[config.mk]
export PLATFORM = sky130hd
export DESIGN_NAME = dsm_top
export DESIGN_NICKNAME = d
export VERILOG_FILES = /design/src/rtl/dsm_pkg.sv /design/src/rtl/dsm_top.sv /design/src/rtl/dsm_cmd_decode.sv /design/src/rtl/dsm_selftest.sv
export SDC_FILE = /design/constraint.sdc
export NUM_CORES = 1
export LEC_CHECK = 0
export ABC_AREA = 1
export BUFFER_PORTS_ARGS = -buffer_cell sky130_fd_sc_hd__buf_2
export CAP_MARGIN = 10
export CORE_MARGIN = 3
export CORE_UTILIZATION = 40
export CTS_CLUSTER_DIAMETER = 80
export DETAILED_ROUTE_END_ITERATION = 10
export PLACE_DENSITY = 0.67
export SLEW_MARGIN = 20
export SYNTH_ARGS = -nofsm -noshare
export SYNTH_HDL_FRONTEND = slang
export SYNTH_SLANG_ARGS = --single-unit
[constraint.sdc]
create_clock -name ref_clk -period 2.2 [get_ports ref_clk]
set_clock_uncertainty 0.15 [all_clocks]
set_input_delay 0.22 -clock ref_clk [delete_from_list [all_inputs] [get_ports ref_clk]]
set_output_delay 0.22 -clock ref_clk [all_outputs]
set_load 0.05 [all_outputs]
[src/rtl/dsm_pkg.sv]
package dsm_pkg;

    // ------------------------------------------------------------
    // register map (byte addresses)
    // ------------------------------------------------------------
    localparam logic [7:0] DSM_CTRL_OFS = 8'h00;
    localparam logic [7:0] DSM_STAT_OFS = 8'h04;
    localparam logic [7:0] DSM_IRQ_STAT_OFS = 8'h08;
    localparam logic [7:0] DSM_IRQ_EN_OFS = 8'h0c;
    localparam logic [7:0] DSM_IRQ_CLR_OFS = 8'h10;
    localparam logic [7:0] DSM_ERR_OFS = 8'h14;

    // ------------------------------------------------------------
    // fields
    // ------------------------------------------------------------
    localparam int DSM_CW_FAULT_RESET_BIT = 7;
    localparam logic [15:0] DSM_CW_RESET_VAL = 16'h0006;
    localparam int DSM_ST_STATE_LSB = 0;
    localparam int DSM_ST_COMM_BIT = 4;
    localparam int DSM_ST_STAGE_PWR_BIT = 5;
    localparam int DSM_ST_STAGE_ON_BIT = 6;
    localparam int DSM_ST_MOTOR_V_BIT = 7;
    localparam int DSM_ST_GROUP_LSB = 8;
    localparam int DSM_ERR_CRIT_BIT = 0;
    localparam int DSM_ERR_NONCRIT_BIT = 1;
    localparam int DSM_IRQ_W = 3;
    localparam int DSM_IRQ_STATE_BIT = 0;
    localparam int DSM_IRQ_FAULT_BIT = 1;
    localparam int DSM_IRQ_FRESET_BIT = 2;

    // ------------------------------------------------------------
    // timing
    // ------------------------------------------------------------
    localparam int DSM_CLK_NS = 5;
    localparam int DSM_SELFTEST_NS = 1000;
    localparam int DSM_SELFTEST_CYC = (DSM_SELFTEST_NS + DSM_CLK_NS - 1) / DSM_CLK_NS;
    localparam logic [1:0] DSM_HTRANS_NONSEQ = 2'b10;

    // ------------------------------------------------------------
    // types
    // ------------------------------------------------------------
    typedef enum logic [3:0] {
        selftest_state,
        switch_on_disabled_state,
        stage_energised_state,
        switched_on_state,
        op_enabled_state,
        fast_halt_state,
        fault_reaction_state,
        fault_state
    } dsm_state_t;

    typedef enum logic [1:0] {
        dsm_grp_power_disabled,
        dsm_grp_power_enabled,
        dsm_grp_fault
    } dsm_group_t;

    typedef struct packed {
        logic shutdown;
        logic switch_on;
        logic disable_voltage;
        logic quick_stop;
        logic disable_op;
        logic enable_op;
    } dsm_cmd_t;

    typedef struct packed {
        logic comm_ok;
        logic stage_powered;
        logic stage_on;
        logic motor_voltage;
        logic fast_halt_run;
        logic fault_react_run;
    } dsm_drive_t;

    typedef struct packed {
        logic [1:0] htrans;
        logic [7:0] haddr;
        logic hwrite;
        logic hsel;
        logic [31:0] hwdata;
    } dsm_ahb_req_t;

endpackage

[src/rtl/dsm_top.sv]
`timescale 1ns/1ps
`default_nettype none
// Function
// - host commands only via control word; status readback
// - transitions by command or detected error
// - groups: power disabled, enabled, fault
// - power-up self-init, then toward ready state
// - self-test state, communication off
// - switch-on-disabled after test, communication on
// - ready energises stage; switched-on turns stage on
// - operation enabled applies and regulates motor
// - fast halt runs quick-stop function
// - critical error goes straight to fault, except during self-test
// - non-critical error enters fault reaction from any non-fault state but self-test
// - fault reaction keeps motor voltage regulated
// - fault removes motor voltage, stage blocked
// - decode commands from control word bits 3..0
// - fault reset on bit 7 rising edge
module dsm_top
    import dsm_pkg::*;
#(
    parameter int SELFTEST_CYCLES = DSM_SELFTEST_CYC
) (
    input wire logic ref_clk,
    input wire logic rst_b,
    input wire logic hsel,
    input wire logic [31:0] haddr,
    input wire logic [1:0] htrans,
    input wire logic hwrite,
    input wire logic [2:0] hsize,
    input wire logic [31:0] hwdata,
    input wire logic hready,
    output logic [31:0] hrdata,
    output logic hreadyout,
    output logic hresp,
    input wire logic err_critical,
    input wire logic err_noncritical,
    input wire logic fault_reaction_done,
    input wire logic fast_halt_done,
    output logic comm_enable,
    output logic stage_power,
    output logic stage_on,
    output logic motor_voltage,
    output logic fast_halt_run,
    output logic fault_react_run,
    output logic irq
);
    typedef struct packed {
        dsm_state_t state;
        logic [15:0] ctrl;
        logic cw_new;
        logic cw_b7_prev;
        logic err_crit;
        logic err_nc;
        logic [DSM_IRQ_W-1:0] irq_stat;
        logic [DSM_IRQ_W-1:0] irq_en;
        dsm_ahb_req_t ap;
        logic [31:0] rdata;
        dsm_drive_t drv;
        logic irq;
    } dsm_regs_t;

    dsm_regs_t r;
    dsm_regs_t next_r;
    dsm_cmd_t cmd;
    logic st_done;
    logic [31:0] status_word;
    logic ap_valid;

    dsm_cmd_decode u_dec (
        .cw_low(r.ctrl[3:0]),
        .cmd(cmd)
    );

    dsm_selftest #(
        .CYCLES(SELFTEST_CYCLES)
    ) u_st (
        .ref_clk(ref_clk),
        .rst_b(rst_b),
        .run(r.state == selftest_state),
        .done(st_done)
    );

    // ------------------------------------------------------------
    // status word: state, drive flags, group
    // ------------------------------------------------------------
    function automatic dsm_group_t grp_of(dsm_state_t s);
        unique case (s)
            fault_reaction_state, fault_state: grp_of = dsm_grp_fault;
            switched_on_state, op_enabled_state, fast_halt_state: grp_of = dsm_grp_power_enabled;
            default: grp_of = dsm_grp_power_disabled;
        endcase
    endfunction

    always_comb begin
        status_word = '0;
        status_word[DSM_ST_STATE_LSB +: 4] = r.state;
        status_word[DSM_ST_COMM_BIT] = r.drv.comm_ok;
        status_word[DSM_ST_STAGE_PWR_BIT] = r.drv.stage_powered;
        status_word[DSM_ST_STAGE_ON_BIT] = r.drv.stage_on;
        status_word[DSM_ST_MOTOR_V_BIT] = r.drv.motor_voltage;
        status_word[DSM_ST_GROUP_LSB +: 2] = grp_of(r.state);
    end

    assign ap_valid = hsel && hready && htrans == DSM_HTRANS_NONSEQ;

    // ------------------------------------------------------------
    // bus, command and state logic
    // ------------------------------------------------------------
    always_comb begin
        next_r = r;
        next_r.cw_new = 1'b0;
        // capture address phase
        next_r.ap.hsel = ap_valid;
        next_r.ap.haddr = haddr[7:0];
        next_r.ap.hwrite = hwrite;
        next_r.ap.htrans = htrans;
        next_r.ap.hwdata = '0;
        if (ap_valid && !hwrite) begin
            unique case (haddr[7:0])
                DSM_CTRL_OFS: next_r.rdata = {16'h0000, r.ctrl};
                DSM_STAT_OFS: next_r.rdata = status_word;
                DSM_IRQ_STAT_OFS: next_r.rdata = 32'(r.irq_stat);
                DSM_IRQ_EN_OFS: next_r.rdata = 32'(r.irq_en);
                DSM_ERR_OFS: next_r.rdata = 32'({r.err_nc, r.err_crit});
                default: next_r.rdata = '0;
            endcase
        end
        // data phase writes; control word gated until comm is up
        if (r.ap.hsel && r.ap.hwrite) begin
            unique case (r.ap.haddr)
                DSM_CTRL_OFS: begin
                    if (r.drv.comm_ok) begin
                        next_r.ctrl = hwdata[15:0];
                        next_r.cw_new = 1'b1;
                    end
                end
                DSM_IRQ_EN_OFS: next_r.irq_en = hwdata[DSM_IRQ_W-1:0];
                DSM_IRQ_CLR_OFS: next_r.irq_stat = r.irq_stat & ~hwdata[DSM_IRQ_W-1:0];
                default: ;
            endcase
        end
        // error latches, cleared by fault reset
        if (err_critical) next_r.err_crit = 1'b1;
        if (err_noncritical) next_r.err_nc = 1'b1;
        next_r.cw_b7_prev = r.ctrl[DSM_CW_FAULT_RESET_BIT];
        unique case (r.state)
            selftest_state: begin
                if (st_done) next_r.state = switch_on_disabled_state;
            end
            fault_reaction_state: begin
                if (fault_reaction_done || r.err_crit) next_r.state = fault_state;
            end
            fault_state: begin
                if (r.ctrl[DSM_CW_FAULT_RESET_BIT] && !r.cw_b7_prev && !err_critical
                        && !err_noncritical) begin
                    next_r.state = switch_on_disabled_state;
                    next_r.err_crit = 1'b0;
                    next_r.err_nc = 1'b0;
                end
            end
            default: begin
                if (err_critical) begin
                    next_r.state = fault_state;
                end else if (err_noncritical) begin
                    next_r.state = fault_reaction_state;
                end else if (r.cw_new) begin
                    // unmatched commands fall through unchanged
                    unique case (r.state)
                        switch_on_disabled_state:
                            if (cmd.shutdown) next_r.state = stage_energised_state;
                        stage_energised_state:
                            if (cmd.disable_voltage || cmd.quick_stop)
                                next_r.state = switch_on_disabled_state;
                            else if (cmd.switch_on) next_r.state = switched_on_state;
                        switched_on_state:
                            if (cmd.disable_voltage || cmd.quick_stop)
                                next_r.state = switch_on_disabled_state;
                            else if (cmd.shutdown) next_r.state = stage_energised_state;
                            else if (cmd.enable_op) next_r.state = op_enabled_state;
                        op_enabled_state:
                            if (cmd.disable_voltage) next_r.state = switch_on_disabled_state;
                            else if (cmd.quick_stop) next_r.state = fast_halt_state;
                            else if (cmd.shutdown) next_r.state = stage_energised_state;
                            else if (cmd.disable_op) next_r.state = switched_on_state;
                        fast_halt_state:
                            if (cmd.disable_voltage) next_r.state = switch_on_disabled_state;
                        default: ;
                    endcase
                end else if (r.state == fast_halt_state && fast_halt_done) begin
                    next_r.state = switch_on_disabled_state;
                end
            end
        endcase
        // drive outputs follow next state
        next_r.drv.comm_ok = next_r.state != selftest_state;
        next_r.drv.stage_powered = next_r.state inside {stage_energised_state,
            switched_on_state, op_enabled_state, fast_halt_state,
            fault_reaction_state};
        next_r.drv.stage_on = next_r.state inside {switched_on_state,
            op_enabled_state, fast_halt_state, fault_reaction_state};
        next_r.drv.motor_voltage = next_r.state inside {op_enabled_state,
            fast_halt_state, fault_reaction_state};
        next_r.drv.fast_halt_run = next_r.state == fast_halt_state;
        next_r.drv.fault_react_run = next_r.state == fault_reaction_state;
        // sticky events; set wins over clear
        if (next_r.state != r.state) next_r.irq_stat[DSM_IRQ_STATE_BIT] = 1'b1;
        if (next_r.state == fault_state && r.state != fault_state)
            next_r.irq_stat[DSM_IRQ_FAULT_BIT] = 1'b1;
        if (r.state == fault_state && next_r.state != fault_state)
            next_r.irq_stat[DSM_IRQ_FRESET_BIT] = 1'b1;
        next_r.irq = |(next_r.irq_stat & next_r.irq_en);
    end

    always_ff @(posedge ref_clk or negedge rst_b) begin
        if (!rst_b) begin
            r <= '0;
            r.state <= selftest_state;
            r.ctrl <= DSM_CW_RESET_VAL;
        end else begin
            r <= next_r;
        end
    end

    assign hrdata = r.rdata;
    assign hreadyout = 1'b1;
    assign hresp = 1'b0;
    assign comm_enable = r.drv.comm_ok;
    assign stage_power = r.drv.stage_powered;
    assign stage_on = r.drv.stage_on;
    assign motor_voltage = r.drv.motor_voltage;
    assign fast_halt_run = r.drv.fast_halt_run;
    assign fault_react_run = r.drv.fault_react_run;
    assign irq = r.irq;
endmodule
`default_nettype wire

[src/rtl/dsm_cmd_decode.sv]
`timescale 1ns/1ps
`default_nettype none
module dsm_cmd_decode
    import dsm_pkg::*;
(
    input wire logic [3:0] cw_low,
    output dsm_cmd_t cmd
);
    // ------------------------------------------------------------
    // command patterns on control word bits 3..0
    // ------------------------------------------------------------
    always_comb begin
        cmd.shutdown = cw_low[2:0] == 3'b110;
        cmd.switch_on = cw_low[2:0] == 3'b111;
        cmd.disable_voltage = !cw_low[1];
        cmd.quick_stop = cw_low[2:1] == 2'b01;
        cmd.disable_op = cw_low == 4'b0111;
        cmd.enable_op = cw_low == 4'b1111;
    end
endmodule
`default_nettype wire

[src/rtl/dsm_selftest.sv]
`timescale 1ns/1ps
`default_nettype none
module dsm_selftest
    import dsm_pkg::*;
#(
    parameter int CYCLES = DSM_SELFTEST_CYC
) (
    input wire logic ref_clk,
    input wire logic rst_b,
    input wire logic run,
    output logic done
);
    typedef struct packed {
        logic [15:0] cnt;
        logic done;
    } dsm_st_regs_t;

    dsm_st_regs_t r;
    dsm_st_regs_t next_r;

    // ------------------------------------------------------------
    // self-test timer, counts while run holds
    // ------------------------------------------------------------
    always_comb begin
        next_r = r;
        if (!run) begin
            next_r.cnt = '0;
            next_r.done = 1'b0;
        end else if (r.cnt == 16'(CYCLES - 1)) begin
            next_r.done = 1'b1;
        end else begin
            next_r.cnt = r.cnt + 16'h0001;
        end
    end

    always_ff @(posedge ref_clk or negedge rst_b) begin
        if (!rst_b) begin
            r <= '0;
        end else begin
            r <= next_r;
        end
    end

    assign done = r.done;
endmodule
`default_nettype wire

==> impl_metrics.ini <==
[synthesis]
yosysWarnings = 0
synth_mux_area_share_pct = 0
syn_area_um2 = 4100
synth_area_leader_cell = dfrtp_1
synth_common_cells = nand2_1 (163), dfrtp_1 (78), nor2_1 (42), buf_4 (37), inv_1 (37)
synthTopCellsByArea = dfrtp_1 (48%), nand2_1 (15%), buf_4 (6.8%)
yosysUniqueCellTypes = 38
yosysMostFrequentCell = nand2_1
synthCells = 511
synth_fa_ha_area_share_pct = 0.305
synth_edf_count = 0
synth_top_area_share_pct = 47.6
synth.yosys.seq_area_share_pct = 48.9
synth_top_family_by_area = simple AND/OR/NAND/NOR gates
ys.flop_type = dfrtp_1
synthSimpleGateAreaFrac_pct = 31.4
synth_compound_area_share_pct = 7.38
synthXorXnorAreaFrac_pct = 0.213
ys_ff_latch = 80
async_flop_share_pct = 100
syn_avg_cell_area_um2 = 8.03

[cells_and_area]
diodes = 0
utilization_pct = 49.9
layout-drive-gt1-share_pct = 23.8
fin_nets = 671
finalNonFillerCells = 730
area_growth_pct = 20.0

[floorplanning]
die_y_um = 107
dieArea_um2 = 11500
start_util_pct = 41.6
core_area_um2 = 9860
io_pins = 119
rows = 36
die_w_um = 107

[place]
hpwlAfterDp_mm = 7.30
post-place-ws_ns = 0.0912
io_buffer_count = 57
gp_congestion = 0.921
dp.cells = 689

[detailed_routing]
drt_iter0_markers = 231
vias = 3579
wirelength_mm = 10.1
antenna_left = 0
dr.pass1.iters = 5
drc = 0
wire_per_inst_um = 13.8
vias_per_cell = 4.90

[power]
ir_drop_uv = 402
power.density_nw_per_um2 = 571
power_leakage_nw = 2.51

[clock_network]
cts_tree = yes
cts_buffers = 9
clk_pin_slew_ns = 0.08
root_buffer = clkbuf_8
cts_setup_buffers = 0
clkSinkCount = 80
cts_max_level = 3
clockBufferDepth = 2
insertion_delay_ns = 0.36

[sta]
slew_headroom_pct = 64.4
setup_viol_count_final = 0
post-route-min-period_ns = 2.06
max_slew.worst_pin.slew_ns = 0.534
period_share_pct = 93.5
finalHoldViolCount = 0
rsz0062_at_grt = false
timing.fmax_mhz = 486
setup_ws_ns = 0.142
fin_tns_setup_ns = 0
slew_viol_final = 0

[grt]
grt_pass1_wl_mm = 16.9
grtUsageTotal_pct = 18.7
antenna_found_initial = 0
grt_pass1_vias = 3510
grt-ovfl-total = 0
grt_max_degree = 42

[worst_setup_path]
criticalPathCategory = input port to register
cpPeakStageDelay_ns = 0.53
crit_top_cell = nand2_1
path_cells = dlygate4sd3_1 > buf_2 > or3_1 > nor2_4 > nand2_1 > nor3b_1 > nand2_1 > o21ai_0 > o21ai_0 > nand2_1
cp_data_arrival_time_ns = 2.21
reg2reg_depth = 14
worstPathMaxFanout = 3
required_ns = 2.35
cp-end-kind = register
slowest_stage = dlygate4sd3_1
start_kind = input port

[outcome]
status = complete, no violations

[worst_hold_path]
hold_depth = 3
hp-class = input port to register

[job]
drv_cap = 0
flip-flops by register name, indices dropped and copies added, names as in the netlist:
| name | flops |
|---|---|
| next_r | 1 |
| stage_power | 1 |
| fast_halt_run | 1 |
| stage_on | 1 |
| comm_enable | 1 |
| r | 39 |
| irq | 1 |
| u_st.done | 1 |
| hrdata | 16 |
| motor_voltage | 1 |
| fault_react_run | 1 |
| u_st.r | 16 |
final timing paths:
| kind | start | end | slack (ns) |
|---|---|---|---|
| hold reg to reg | next_r[91]$_DFFE_PN0P_ | r[91]$_DFF_PN0_ | 0.30 |
| max in group asynchronous | rst_b | r[109]$_DFF_PN0_ | 1.06 |
| hold / removal | hwdata[2] | r[95]$_DFFE_PN1P_ | 0.01 |
| setup / recovery | haddr[5] | hrdata[1]$_DFFE_PN0P_ | 0.14 |
| setup reg to reg | r[112]$_DFF_PN0_ | irq$_DFF_PN0_ | 0.16 |
| min in group asynchronous | rst_b | irq$_DFF_PN0_ | 0.22 |
power breakdown:
group | total, W | switching (W) | internal (W)
registers | 0.00150 | 0.0000103 | 0.00149
logic | 0.000230 | 0.000160 | 0.0000708
clock network | 0.00108 | 0.000533 | 0.000549
layout make-up:
type | count | area (µm²)
clock inverters | 6 | 58.8
flip-flops and latches | 80 | 2010
inverters | 45 | 174
well taps | 133 | 166
multi-input cells | 359 | 1710
clock buffers | 10 | 138
fillers | 963 | 4940
repair buffers | 97 | 663
stage by stage:
stage	instance area, µm²	hold slack, ns	total power (W)
floorplan	4160	-0.226	0.00166
global placement	4430	0.0869	0.00172
detailed placement	4430	0.0944	0.00172
CTS	4880	0.00596	0.00284
global route	4920	0.0302	0.00291
finish	4920	0.0120	0.00281
critical path: cells and delay by family:
| kind | cells | cell delay, ns |
|---|---|---|
| compound gates | 2 | 0.19 |
| buf+inv | 2 | 0.65 |
| simple gates | 6 | 1.14 |
cells by family (layout without fill, tap and decap cells):
family,count (synthesis),in the layout
AO/OA/AOI/OAI,52,52
buffers and inverters,88,158
adder cells (fa/ha/maj),1,1
AND/OR/NAND/NOR,287,287
flip-flops,80,80
other,2,18
XOR/XNOR,1,1
placed cells by master (no fill, tap or decap), types with 7 or more instances in the layout:
cell,instances
clkbuf_8,10
nand2_1,162
nor2_1,36
dlygate4sd3_1,25
inv_2,7
nor2_2,15
inv_1,36
nand4_1,7
conb_1,18
a21oi_1,10
buf_2,56
dfrtp_1,74
nor3_1,9
nand2_2,8
o21ai_0,26
nand3_1,30
buf_4,15
per-layer routing:
layer,global-route usage (%),wire [µm]
met4,5.57,148
met5,0,0
met3,4.32,649
met2,30.7,4800
met1,24.7,4500
repair_timing:
item	CTS	global route
resized for setup	0	18
endpoints found under the setup margin	0	8
hold buffers	25	0
endpoints found under the hold margin	60	0
Power figures use the tool's default switching activity.
